$ cat src/exec_consts.svh
// Offsets, field positions, reset values and timing counts of the execution block
`ifndef EXEC_CONSTS_SVH
`define EXEC_CONSTS_SVH
`define OFS_CMD      8'h00
`define OFS_ACC      8'h04
`define OFS_STATUS   8'h08
`define OFS_PC       8'h0c
`define OFS_TABLE_HIGH_LATCH     8'h10
`define OFS_TBLPTR   8'h14
`define OFS_WAKE     8'h18
`define OFS_DMEM     8'h40
`define CMD_OP_LSB   0
`define CMD_ARG_LSB  8
`define CMD_BIT_LSB  20
`define ST_C         0
`define ST_AC        1
`define ST_Z         2
`define ST_OV        3
`define ST_PDF       4
`define ST_TO        5
`define ST_BUSY      8
`define ST_HALT      9
`define ST_SP_LSB    12
`define PCL_ADDR     8'hff
`define ACC_RST      8'h00
`define BYTE_RST     8'h00
`define CLK_MHZ      20
`define WDT_PERIOD_US 1000
`define WDT_CYCLES   (`WDT_PERIOD_US * `CLK_MHZ)
`endif

$ cat src/exec_core_fix.sv
// Reserved
`timescale 1ns/1ps

$ cat src/exec_pkg.sv
// Types shared by the execution block
package exec_pkg;
    typedef enum logic [5:0] {
        OP_NOP     = 6'h00, OP_ADD_AM  = 6'h01, OP_ADD_AX  = 6'h02, OP_ADD_TO_MEM = 6'h03,
        OP_ADC_AM  = 6'h04, OP_ADC_MEM = 6'h05, OP_AND_AM  = 6'h06, OP_AND_AX     = 6'h07,
        OP_AND_MEM = 6'h08, OP_CLR_M   = 6'h09, OP_CLR_BIT = 6'h0a, OP_CPL_M      = 6'h0b,
        OP_CPL_ACC = 6'h0c, OP_DEC_ADJ = 6'h0d, OP_CALL    = 6'h0e, OP_JMP        = 6'h0f,
        OP_RET     = 6'h10, OP_TBL_CUR = 6'h11, OP_TBL_LAST = 6'h12, OP_SWAP_M    = 6'h13,
        OP_SWAP_ACC = 6'h14, OP_SKIP_Z = 6'h15, OP_SKIP_Z_ACC = 6'h16, OP_WDT_CLR = 6'h17,
        OP_WDT_PRE1 = 6'h18, OP_WDT_PRE2 = 6'h19, OP_HALT    = 6'h1a
    } op_t;
    typedef enum logic [2:0] {
        RUN_ST   = 3'b001,
        DUMMY_ST = 3'b010,
        HALT_ST  = 3'b100
    } run_state_t;
    typedef struct packed {
        logic [2:0]  bitsel;
        logic [11:0] arg;
        logic [1:0]  pad;
        op_t         op;
    } cmd_t;
    typedef struct packed {
        logic ov;
        logic z;
        logic ac;
        logic c;
    } flags_t;
endpackage : exec_pkg

$ cat src/exec_core.sv
// Instruction execution unit with Avalon-MM register access
//
// The Avalon-MM interface to the registers and the placing of the registers were chosen for this implementation.
`timescale 1ns/1ps
`include "exec_consts.svh"

// Summary of operation
// - Skip: one cycle, two when skipping
// - Writing program counter low takes two cycles
// - Paired pre-clears back to back clear flags
// - Repeated single pre-clear has no effect
// - Watchdog clear resets counter and both flags
// - Add with carry into accumulator, four flags
// - Add with carry into memory, four flags
// - Plain add, memory or immediate, four flags
// - AND to accumulator or memory, zero only
// - Call pushes pc plus one, two cycles
// - Byte clear writes zero, flags untouched
// - Bit clear zeroes selected bit only
// - Complement to memory or accumulator, zero
// - Decimal adjust low nibble adds six
// - Decimal adjust high nibble, result to memory
// - Decimal adjust touches carry only
// - Table read current or last page
// - Nibble swap, memory or accumulator variant
// - Zero skip accumulator variant copies byte to accumulator
// - Halt stops, clears watchdog, sets powerdown
// - Jump loads target, two cycles
module exec_core
    import exec_pkg::*;
#(
    parameter int PC_W        = 12,
    parameter int DMEM_DEPTH  = 16,
    parameter int STACK_DEPTH = 8,
    parameter int WDT_CYCLES  = `WDT_CYCLES
) (
    // Clock and reset
    input  wire logic            core_clk,
    input  wire logic            resetn,
    // Avalon-MM slave
    input  wire logic [7:0]      avs_address,
    input  wire logic            avs_read,
    input  wire logic            avs_write,
    input  wire logic [31:0]     avs_writedata,
    output logic      [31:0]     avs_readdata,
    output logic                 avs_waitrequest,
    // Program memory port
    output logic      [PC_W-1:0] prog_addr,
    input  wire logic [15:0]     prog_data,
    // Power state
    output logic                 clock_stop
);
    localparam int IDX_W = $clog2(DMEM_DEPTH);
    localparam int SP_W  = $clog2(STACK_DEPTH);

    initial begin
        if (PC_W < 9 || PC_W > 16 || DMEM_DEPTH < 2 || DMEM_DEPTH > 47 ||
            STACK_DEPTH < 2 || (STACK_DEPTH & (STACK_DEPTH - 1)) != 0 || WDT_CYCLES < 2)
            $error("exec_core: unsupported parameter values");
    end

    // ------------------------------------------------------------
    // State
    // ------------------------------------------------------------
    run_state_t      state;
    logic [7:0]      acc;
    flags_t          flags;
    logic            powerdown_flag;
    logic            timeout_flag;
    logic [PC_W-1:0] pc;
    logic [7:0]      table_high_latch;
    logic [7:0]      tbl_ptr;
    logic [7:0]      dmem [DMEM_DEPTH];
    logic [PC_W-1:0] stack [STACK_DEPTH];
    logic [SP_W-1:0] sp;
    logic [31:0]     wdt_cnt;
    logic            pre1_last;
    logic            pre2_last;
    logic            tbl_pend;
    logic [IDX_W-1:0] tbl_idx;
    logic            tbl_ok;
    logic            rd_done;

    // ------------------------------------------------------------
    // Bus decode
    // ------------------------------------------------------------
    wire       in_dmem    = avs_address >= `OFS_DMEM &&
                            avs_address < 8'(`OFS_DMEM + 4 * DMEM_DEPTH);
    wire [7:0] dm_off     = avs_address - `OFS_DMEM;
    wire [IDX_W-1:0] bus_idx = dm_off[IDX_W+1:2];
    wire       is_dummy   = state == DUMMY_ST;
    wire       wr_ok      = avs_write && !is_dummy;
    wire       cmd_wr     = wr_ok && avs_address == `OFS_CMD;
    wire       exec_go    = cmd_wr && state == RUN_ST;
    wire       acc_wr     = wr_ok && avs_address == `OFS_ACC;
    wire       stat_wr    = wr_ok && avs_address == `OFS_STATUS;
    wire       pc_wr      = wr_ok && avs_address == `OFS_PC;
    wire       ptr_wr     = wr_ok && avs_address == `OFS_TBLPTR;
    wire       wake_wr    = wr_ok && avs_address == `OFS_WAKE;
    wire       dmem_bwr   = wr_ok && in_dmem;
    // Every write stalls during a dummy cycle so the table capture owns memory
    assign avs_waitrequest = (avs_read && !rd_done) || (avs_write && is_dummy);

    // ------------------------------------------------------------
    // Operand fetch and arithmetic
    // ------------------------------------------------------------
    cmd_t cmd;
    assign cmd = cmd_t'(avs_writedata[`CMD_BIT_LSB+2:`CMD_OP_LSB]);
    wire [7:0]       m       = cmd.arg[7:0];
    wire             m_pcl   = m == `PCL_ADDR;
    wire             m_ok    = m < 8'(DMEM_DEPTH);
    wire [IDX_W-1:0] m_idx   = m[IDX_W-1:0];
    wire [7:0]       mem_rd  = m_pcl ? pc[7:0] : (m_ok ? dmem[m_idx] : `BYTE_RST);
    wire             use_imm = cmd.op == OP_ADD_AX || cmd.op == OP_AND_AX;
    wire [7:0]       opb     = use_imm ? m : mem_rd;
    wire             cin     = (cmd.op == OP_ADC_AM || cmd.op == OP_ADC_MEM) && flags.c;
    wire [4:0]       sum_lo  = {1'b0, acc[3:0]} + {1'b0, opb[3:0]} + {4'h0, cin};
    wire [8:0]       sum     = {1'b0, acc} + {1'b0, opb} + {8'h00, cin};
    wire             half_c  = sum_lo[4];
    wire             ovf     = (acc[7] == opb[7]) && (sum[7] != acc[7]);
    wire             lo_adj  = acc[3:0] > 4'h9 || flags.ac;
    wire [8:0]       lo_sum  = {1'b0, acc} + (lo_adj ? 9'h006 : 9'h000);
    // High check follows the low carry so 9a style sums still land in range
    wire             hi_adj  = lo_sum[8:4] > 5'h09 || flags.c;
    wire [8:0]       daa_sum = lo_sum + (hi_adj ? 9'h060 : 9'h000);
    wire [PC_W-1:0]  pc_inc  = pc + PC_W'(1);
    wire [SP_W-1:0]  sp_dec  = sp - SP_W'(1);

    // ------------------------------------------------------------
    // Instruction decode
    // ------------------------------------------------------------
    logic [7:0]      res;
    logic            wr_mem;
    logic            wr_acc;
    logic            set_arith;
    logic            set_z;
    logic            set_c_only;
    logic            skip;
    logic            jump;
    logic [PC_W-1:0] jump_to;
    logic            push;
    logic            pop;
    logic            tbl_req;
    logic            wdt_clr;
    logic            halt_req;
    logic            pre1;
    logic            pre2;

    always_comb begin
        res        = `BYTE_RST;
        wr_mem     = 1'b0;
        wr_acc     = 1'b0;
        set_arith  = 1'b0;
        set_z      = 1'b0;
        set_c_only = 1'b0;
        skip       = 1'b0;
        jump       = 1'b0;
        jump_to    = cmd.arg[PC_W-1:0];
        push       = 1'b0;
        pop        = 1'b0;
        tbl_req    = 1'b0;
        wdt_clr    = 1'b0;
        halt_req   = 1'b0;
        pre1       = 1'b0;
        pre2       = 1'b0;
        unique case (cmd.op)
            OP_ADD_AM, OP_ADD_AX, OP_ADC_AM: begin
                res       = sum[7:0];
                wr_acc    = 1'b1;
                set_arith = 1'b1;
            end
            OP_ADD_TO_MEM, OP_ADC_MEM: begin
                res       = sum[7:0];
                wr_mem    = 1'b1;
                set_arith = 1'b1;
            end
            OP_AND_AM, OP_AND_AX: begin
                res    = acc & opb;
                wr_acc = 1'b1;
                set_z  = 1'b1;
            end
            OP_AND_MEM: begin
                res    = acc & opb;
                wr_mem = 1'b1;
                set_z  = 1'b1;
            end
            OP_CLR_M: begin
                res    = `BYTE_RST;
                wr_mem = 1'b1;
            end
            OP_CLR_BIT: begin
                res    = mem_rd & ~(8'h01 << cmd.bitsel);
                wr_mem = 1'b1;
            end
            OP_CPL_M: begin
                res    = ~mem_rd;
                wr_mem = 1'b1;
                set_z  = 1'b1;
            end
            OP_CPL_ACC: begin
                res    = ~mem_rd;
                wr_acc = 1'b1;
                set_z  = 1'b1;
            end
            OP_DEC_ADJ: begin
                res        = daa_sum[7:0];
                wr_mem     = 1'b1;
                set_c_only = 1'b1;
            end
            OP_SWAP_M: begin
                res    = {mem_rd[3:0], mem_rd[7:4]};
                wr_mem = 1'b1;
            end
            OP_SWAP_ACC: begin
                res    = {mem_rd[3:0], mem_rd[7:4]};
                wr_acc = 1'b1;
            end
            OP_SKIP_Z: skip = mem_rd == `BYTE_RST;
            OP_SKIP_Z_ACC: begin
                res    = mem_rd;
                wr_acc = 1'b1;
                skip   = mem_rd == `BYTE_RST;
            end
            OP_JMP: jump = 1'b1;
            OP_CALL: begin
                jump = 1'b1;
                push = 1'b1;
            end
            OP_RET: begin
                jump    = 1'b1;
                pop     = 1'b1;
                jump_to = stack[sp_dec];
            end
            OP_TBL_CUR, OP_TBL_LAST: tbl_req = 1'b1;
            OP_WDT_CLR:  wdt_clr  = 1'b1;
            OP_WDT_PRE1: pre1     = 1'b1;
            OP_WDT_PRE2: pre2     = 1'b1;
            OP_HALT:     halt_req = 1'b1;
            OP_NOP:      ;
            default:     ;
        endcase
    end

    // A pre-clear counts only right after its partner
    wire pair_hit = (pre1 && pre2_last) || (pre2 && pre1_last);
    wire wdt_hit  = wdt_clr || pair_hit;
    wire pcl_wr   = wr_mem && m_pcl;
    wire two_cyc  = skip || jump || tbl_req || pcl_wr;
    wire [PC_W-1:0] tbl_page = (cmd.op == OP_TBL_LAST) ? {PC_W{1'b1}} : pc;

    logic [PC_W-1:0] next_pc;
    always_comb begin
        next_pc = pc_inc;
        if (skip)
            next_pc = pc + PC_W'(2);
        else if (jump)
            next_pc = jump_to;
        else if (pcl_wr)
            next_pc = {pc[PC_W-1:8], res};
    end

    // ------------------------------------------------------------
    // Sequencing and watchdog
    // ------------------------------------------------------------
    wire wdt_end = wdt_cnt == 32'(WDT_CYCLES - 1);

    always_ff @(posedge core_clk) begin
        if (!resetn) begin
            state <= RUN_ST;
        end else begin
            unique case (state)
                RUN_ST:   if (exec_go && halt_req) state <= HALT_ST;
                          else if (exec_go && two_cyc) state <= DUMMY_ST;
                DUMMY_ST: state <= RUN_ST;
                HALT_ST:  if (wake_wr || wdt_end) state <= RUN_ST;
                default:  state <= RUN_ST;
            endcase
        end
    end

    always_ff @(posedge core_clk) begin
        if (!resetn) begin
            wdt_cnt        <= 32'h0;
            timeout_flag   <= 1'b0;
            powerdown_flag <= 1'b0;
            pre1_last      <= 1'b0;
            pre2_last      <= 1'b0;
        end else begin
            if (exec_go) begin
                pre1_last <= pre1 && !pair_hit;
                pre2_last <= pre2 && !pair_hit;
            end
            if (exec_go && (wdt_hit || halt_req))
                wdt_cnt <= 32'h0;
            else
                wdt_cnt <= wdt_end ? 32'h0 : wdt_cnt + 32'h1;
            // Timeout wins over a clear in the same cycle
            if (wdt_end)
                timeout_flag <= 1'b1;
            else if (exec_go && (wdt_hit || halt_req))
                timeout_flag <= 1'b0;
            if (exec_go && halt_req)
                powerdown_flag <= 1'b1;
            else if (exec_go && wdt_hit)
                powerdown_flag <= 1'b0;
        end
    end

    // ------------------------------------------------------------
    // Accumulator, flags, program counter, stack
    // ------------------------------------------------------------
    always_ff @(posedge core_clk) begin
        if (!resetn) begin
            acc   <= `ACC_RST;
            flags <= '0;
        end else if (exec_go) begin
            if (wr_acc)
                acc <= res;
            if (set_arith) begin
                flags.c  <= sum[8];
                flags.ac <= half_c;
                flags.ov <= ovf;
            end
            if (set_arith || set_z)
                flags.z <= res == `BYTE_RST;
            if (set_c_only)
                flags.c <= hi_adj || daa_sum[8];
        end else begin
            if (acc_wr)
                acc <= avs_writedata[7:0];
            if (stat_wr)
                flags <= flags_t'(avs_writedata[`ST_OV:`ST_C]);
        end
    end

    always_ff @(posedge core_clk) begin
        if (!resetn) begin
            pc <= '0;
            sp <= '0;
        end else if (exec_go) begin
            pc <= next_pc;
            if (push) begin
                stack[sp] <= pc_inc;
                sp        <= sp + SP_W'(1);
            end
            if (pop)
                sp <= sp_dec;
        end else if (pc_wr) begin
            pc <= avs_writedata[PC_W-1:0];
        end
    end

    // ------------------------------------------------------------
    // Data memory and table read
    // ------------------------------------------------------------
    always_ff @(posedge core_clk) begin
        if (!resetn) begin
            table_high_latch <= `BYTE_RST;
            tbl_ptr          <= `BYTE_RST;
            tbl_pend         <= 1'b0;
            tbl_idx          <= '0;
            tbl_ok           <= 1'b0;
            prog_addr        <= '0;
        end else begin
            tbl_pend <= exec_go && tbl_req;
            if (exec_go && tbl_req) begin
                prog_addr <= {tbl_page[PC_W-1:8], tbl_ptr};
                tbl_idx   <= m_idx;
                tbl_ok    <= m_ok;
            end
            if (tbl_pend) begin
                table_high_latch <= prog_data[15:8];
                if (tbl_ok)
                    dmem[tbl_idx] <= prog_data[7:0];
            end
            if (exec_go && wr_mem && m_ok)
                dmem[m_idx] <= res;
            if (dmem_bwr)
                dmem[bus_idx] <= avs_writedata[7:0];
            if (ptr_wr)
                tbl_ptr <= avs_writedata[7:0];
        end
    end

    // ------------------------------------------------------------
    // Read data
    // ------------------------------------------------------------
    logic [31:0] rd_mux;
    always_comb begin
        rd_mux = 32'h0;
        if (in_dmem)
            rd_mux[7:0] = dmem[bus_idx];
        else if (avs_address == `OFS_ACC)
            rd_mux[7:0] = acc;
        else if (avs_address == `OFS_STATUS) begin
            rd_mux[`ST_OV:`ST_C]       = flags;
            rd_mux[`ST_PDF]            = powerdown_flag;
            rd_mux[`ST_TO]             = timeout_flag;
            rd_mux[`ST_BUSY]           = is_dummy;
            rd_mux[`ST_HALT]           = state == HALT_ST;
            rd_mux[`ST_SP_LSB+:SP_W]   = sp;
        end else if (avs_address == `OFS_PC)
            rd_mux[PC_W-1:0] = pc;
        else if (avs_address == `OFS_TABLE_HIGH_LATCH)
            rd_mux[7:0] = table_high_latch;
        else if (avs_address == `OFS_TBLPTR)
            rd_mux[7:0] = tbl_ptr;
    end

    // Clock stop follows the halt state one edge later than the state itself
    wire next_halt = state == HALT_ST;

    always_ff @(posedge core_clk) begin
        if (!resetn) begin
            rd_done      <= 1'b0;
            avs_readdata <= 32'h0;
            clock_stop   <= 1'b0;
        end else begin
            rd_done    <= avs_read && !rd_done;
            clock_stop <= next_halt;
            if (avs_read && !rd_done)
                avs_readdata <= rd_mux;
        end
    end

endmodule : exec_core

$ cat config.mk
export PLATFORM = sky130hd
export DESIGN_NAME = exec_core
export DESIGN_NICKNAME = d
export VERILOG_FILES = /design/src/exec_core_fix.sv /design/src/exec_pkg.sv /design/src/exec_core.sv
export VERILOG_INCLUDE_DIRS = /design/src
export SDC_FILE = /design/constraint.sdc
export NUM_CORES = 1
export LEC_CHECK = 0
export ABC_CLOCK_PERIOD_IN_PS = 5500
export BUFFER_PORTS_ARGS = -buffer_cell sky130_fd_sc_hd__buf_2
export CAP_MARGIN = 25
export CORE_UTILIZATION = 45
export CTS_CLUSTER_SIZE = 12
export DETAILED_ROUTE_END_ITERATION = 10
export PLACE_DENSITY = 0.6
export SLEW_MARGIN = 25
export SYNTH_ARGS = -nofsm -noshare
export SYNTH_HDL_FRONTEND = slang
export SYNTH_SLANG_ARGS = --single-unit
$ cat constraint.sdc
create_clock -name core_clk -period 5.5 [get_ports core_clk]
set_clock_uncertainty 0.1 [all_clocks]
set_input_delay 0.275 -clock core_clk [delete_from_list [all_inputs] [get_ports core_clk]]
set_output_delay 0.275 -clock core_clk [all_outputs]
set_load 0.1 [all_outputs]
Word level (Yosys, flattened, before mapping). Memories as Yosys holds them, arrays and structs flattened. Index checks and enable logic that the tools add are counted.

Bitwise operators: 5. $lt $le $gt $ge: 5. Add/subtract/negate cells: 12. Mux-type cells: 76. Shifts and indexed selects: 1. Equality and inequality tests: 46. Reduce and logical (&&, ||, !) cells: 71.

Operators by type and width (number): $mux W8 (12); $mux W12 (7); $eq A6 B5 Y1 const B (11); $pmux W8 S7 (1); $eq A6 B4 Y1 const B (8); $mux W1 (36); $add A32 B1 Y32 const B (1); $eq A32 B15 Y1 const B (1); $logic_and A1 B1 Y1 (26); $eq A6 B3 Y1 const B (4); $eq A8 B5 Y1 const B (3); $logic_not A8 Y1 (3); $reduce_or A8 Y1 (3); $mux W3 (7); $mux W7 (3); $and A8 B8 Y8 (2); $eq A8 B4 Y1 const B (2); $mux W4 (4); $not A8 Y8 (2); $logic_or A1 B1 Y1 (14); $reduce_and A2 Y1 (7); $add A12 B1 Y12 const B (1); $add A12 B2 Y12 const B (1); $eq A6 B2 Y1 const B (2); 35 further kinds (55).

RAM bits: 224. Memories kept: 2. Output and inout port bits: 46. Flip-flop bits (word level): 117. Bits of input ports: 60. Word-level logic and storage cells: 241.

Memory list: dmem (words 16, bits a word 8, rd ports 2, clocked after memory_dff 0, write ports 2, RTL line exec_core.sv:73) `logic [7:0] dmem [DMEM_DEPTH];`; stack (words 8, bits a word 12, rd ports 1, clocked after memory_dff 0, write ports 1, RTL line exec_core.sv:74) `logic [PC_W-1:0] stack [STACK_DEPTH];`.

Longest topological paths before layout.
Word-level depth: 13. Depth in mapped cells: 20. Mapped depth without buffers: 16.

Worst setup path before layout. Ideal clock, no wire load.

Kind: input-to-reg. Start point: input port avs_writedata[9]. End point: memory dmem[15][6], data pin. Stages on the path: 19. Library setup time: 0.262 ns. Arrival: 3.654 ns. Path buffers: 4. Setup slack: 1.484 ns. Cell sequence: buf_2 buf_4 buf_2 mux2i_1 a22oi_1 nand3_1 nand3_1 mux2_2 inv_1 fa_1 inv_1 fa_1 a31oi_1 o21a_1 xor2_1 o211a_1 a21oi_1 buf_1 mux2_1.

RTL lines: start, declared (RTL line exec_core.sv:44) `input wire logic [31:0] avs_writedata,`; end, declared (RTL line exec_core.sv:73).

==> summary.md <==
| Metric | Value |
|---|---|
| Die H | approximately 210 microns |
| CTS Root Buffer Type | clkbuf_16 |
| Overflow after GRT | 0 |
| Total number of yosys warnings | 0 |
| RR Endpoint | dmem[15][5] |
| Post-Route WL | 56400 microns |
| Final Hold Viols | 0 |
| Total GRT Usage | 26.1% |
| Hold_ws | roughly 0.068 ns |
| Synthesis-to-finish area growth | 13.3% |
| Vias in the first global route | 13500 |
| WL/cell | between 20 and 25 microns |
| Clock sink count | 341 |
| Worst-Margin Slew | 1.02 ns |
| DRC violations left | 0 |
| CP arrival | roughly 4.7 ns |
| Num rows | 75 |
| Post-DP HPWL | 39200 microns |
| Total CTS buffers | 41 |
| Slew headroom | 31.7% |
| CTS clock-pin slew for the worst setup and hold paths | around 0.060 ns |
| Share of layout cells above drive strength 1 | 28.0% |
| Nets | 1779 |
| Iteration-0 DRC Markers | 1514 |
| #FFs+latches synth | 341 |
| Post-synth top flop | edfxtp_1 |
| Mapped Area | between 15000 and 20000 sq um |
| Die footprint | 43200 sq um |
| Reg-to-reg slack, setup | roughly 1.1 ns |
| Clock Latency Late Sink | 0.57 ns |
| Post-route setup TNS | 0 ns |
| Leakage power | about 7.4 nW |
| Register area share after synthesis | 47.6% |
| CP startpoint kind | flip-flop |
| CTS tree | done |
| CTS resizes | 0 |
| Crit path required time | 5.72 ns |
| Longest Clk Path Bufs | 3 |
| Fin. max-slew vios | 0 |
| Ports | 106 |
| Ant. Diodes | 0 |
| Setup Buffers After CTS | 0 |
| Placer Congestion | 0.972 |
| Via count | 13900 |
| Syn Inst Count | 1625 |
| H-tree depth | 2 |
| Area of the core | 41900 sq um |
| Yosys cell types | 84 |
| Hold Path Stages | 3 |
| Post-synth EDFFs | 224 |
| Die X-Extent | 208 microns |
| Fraction of registers with async set/reset | 0% |
| Post-DRT Antenna Nets | 0 |
| Maximum VDD drop | between 0.2 and 0.25 mV |
| Layout fillers | approximately 3700 |
| Tcrit/Tclk final | 80.6% |
| Vias per cell | 6.13 |
| Avg Inst Size Synth | 11.7 sq um |
| Tightest Hold Check Type | input port to flip-flop |
| IO buf count | 79 |
| Largest net degree at the start of global routing | 50 |
| Final setup violation count | 0 |
| Hold path startpoint | avs_writedata[11] |
| Period minus WS final | 4.43 ns |
| # Max-Cap Violations | 0 |
| P per Cell Area | 280 nW/um^2 |
| FF-to-FF Start | acc[3] |
| CP endpoint kind | flip-flop |
| Worst reg2reg path depth | 14 |
| 1st-pass router iterations | 9 |
| Max Fanout on Critical Path | 16 |
| Hold endpoint | tbl_idx[3] |
| Crit Path Class | flip-flop to flip-flop |
| Starting density of the core | 45.5% |
| Status | finished clean |
| First-pass GRT wire length | 84200 microns |
| RSZ-0062 raised after global routing | false |
| Number of antenna violations at the first check in global routing | 3 |
| Achievable Freq | 226 MHz |
-- synth_stat cells, types with 7 or more instances --
master / number / share of area (%)
mux2i_1: 66 / 3.5
nor3_1: 25 / 0.66
xnor2_1: 32 / 1.5
and2_1: 9 / 0.30
nor2_2: 15 / 0.49
o21ai_0: 54 / 1.4
dfxtp_1: 117 / 12
a31oi_1: 12 / 0.39
nor2_1: 145 / 2.9
nand4_1: 13 / 0.43
nor4_1: 11 / 0.36
buf_4: 20 / 0.79
nand3_1: 54 / 1.4
buf_1: 16 / 0.32
inv_1: 19 / 0.37
nor2b_1: 12 / 0.39
clkbuf_1: 73 / 1.4
ha_1: 17 / 1.1
nand2_1: 125 / 2.5
a222oi_1: 12 / 0.63
and3_1: 18 / 0.59
a211oi_1: 8 / 0.32
a22oi_1: 19 / 0.75
o32ai_1: 7 / 0.32
xor2_1: 29 / 1.3
a21oi_1: 64 / 1.7
mux2_2: 142 / 8.4
o22ai_1: 20 / 0.66
nor3b_1: 10 / 0.39
mux4_2: 88 / 10
nand2b_1: 12 / 0.39
edfxtp_1: 224 / 35
buf_2: 15 / 0.39
-- through the flow --
stage                     utilization, %  instances  instance area [sq um]  total power, mW  setup WS (ns)
after floorplan                        -       1641                  19100             3.15           1.48
after global placement              47.9       2185                  20000             3.28          0.600
after detailed placement            47.9       2185                  20100             3.29          0.572
after CTS                           51.5       2270                  21600             6.08           1.12
after global routing                51.6       2270                  21600             6.21          0.854
final                               51.6       2270                  21600             6.04           1.07
-- worst max-delay path by stage --
stage	to	slack (ns)	from
6_report	dmem[15][5]	1.07	acc[3]
5_1_grt	dmem[15][5]	0.85	acc[3]
4_1_cts	dmem[15][5]	1.12	acc[3]
2_1_floorplan	dmem[15][6]	1.48	avs_writedata[9]
3_5_place_dp	dmem[15][5]	0.57	avs_writedata[8]
3_3_place_gp	dmem[15][5]	0.60	avs_writedata[8]
-- critical path: stages, from the launching register on --
cell       delay (ns)
dfxtp_1          0.54
o21ai_0          0.15
nand2b_1         0.15
ha_1             0.19
inv_1            0.06
fa_1             0.41
nand3b_1         0.20
a2111oi_0        0.43
a311o_1          0.29
ha_1             0.27
a22o_1           0.21
a2111o_2         0.53
nor2_1           0.16
nor2_2           0.18
mux2_1           0.32
-- per-layer routing --
layer | vias up | global-route usage (%) | share of wire (%)
met3 | 127 | 6.02 | 8.0
met5 | - | 0 | 0.060
met1 | 6894 | 34.8 | 42
met2 | 563 | 41.1 | 46
li1 | 6330 | - | -
met4 | 6 | 10.4 | 3.3
-- report_power, final --
group	leakage (nW)	switching, mW	internal, mW
combinational	3.74	0.344	0.166
clock	0.699	1.09	1.71
sequential	2.97	0.00842	2.73
-- what timing repair did --
item | CTS | global route
endpoints found under the hold margin | 11 | 0
setup endpoints to repair | 0 | 0
hold buffers | 10 | 0
-- layout by cell type, fill, tap and decap left out, types with 9 or more instances in the layout --
cell type        n
nor2b_1         12
dlygate4sd3_1   10
a22oi_1         19
mux2_2         142
inv_1           19
nor4_1          10
xnor2_1         32
ha_1            17
edfxtp_1       224
nand3_1         54
nor2_1         144
nand4_1         13
conb_1          17
a222oi_1        12
and2_1           9
buf_4           52
mux4_2          88
nand2b_1        12
nor3_1          21
o22ai_1         16
a21oi_1         64
nand2_1        124
clkbuf_16       45
mux2i_1         66
xor2_1          29
dfxtp_1        116
nor3b_1         10
a31oi_1         12
buf_2           79
nor2_2          16
o21ai_0         53
and3_1          18
-- cell type report --
cell class	instances	area, sq um	area share [%]
multi-input combinational	1151	9430	43.7
sequential	341	9070	42.0
clock buffer	61	1280	5.92
timing repair buffer	143	926	4.29
tap	539	674	3.12
clock inverter	14	133	0.614
inverter	21	78.8	0.365
-- state kept, by name (all words and copies together), names as in the netlist, 4 cells and up --
| name | cells |
|---|---|
| wdt_cnt | 32 |
| stack | 96 |
| avs_readdata | 15 |
| tbl_idx | 4 |
| prog_addr | 12 |
| tbl_ptr | 8 |
| dmem | 128 |
| flags | 4 |
| pc | 12 |
| acc | 8 |
| table_high_latch | 8 |
-- kinds of logic after synthesis --
kind of cell | Yosys count | synth area share [%]
AOI/OAI and AO/OA | 267 | 9.82
xor gates and xnor gates | 61 | 2.80
adders and majority gates | 20 | 1.43
buffers and inverters | 149 | 3.55
DFF | 341 | 47.6
muxes | 300 | 22.5
other | 1 | 0.0197
and+or+nand+nor | 486 | 12.3
Note: power is estimated with default switching activity, not from simulation.
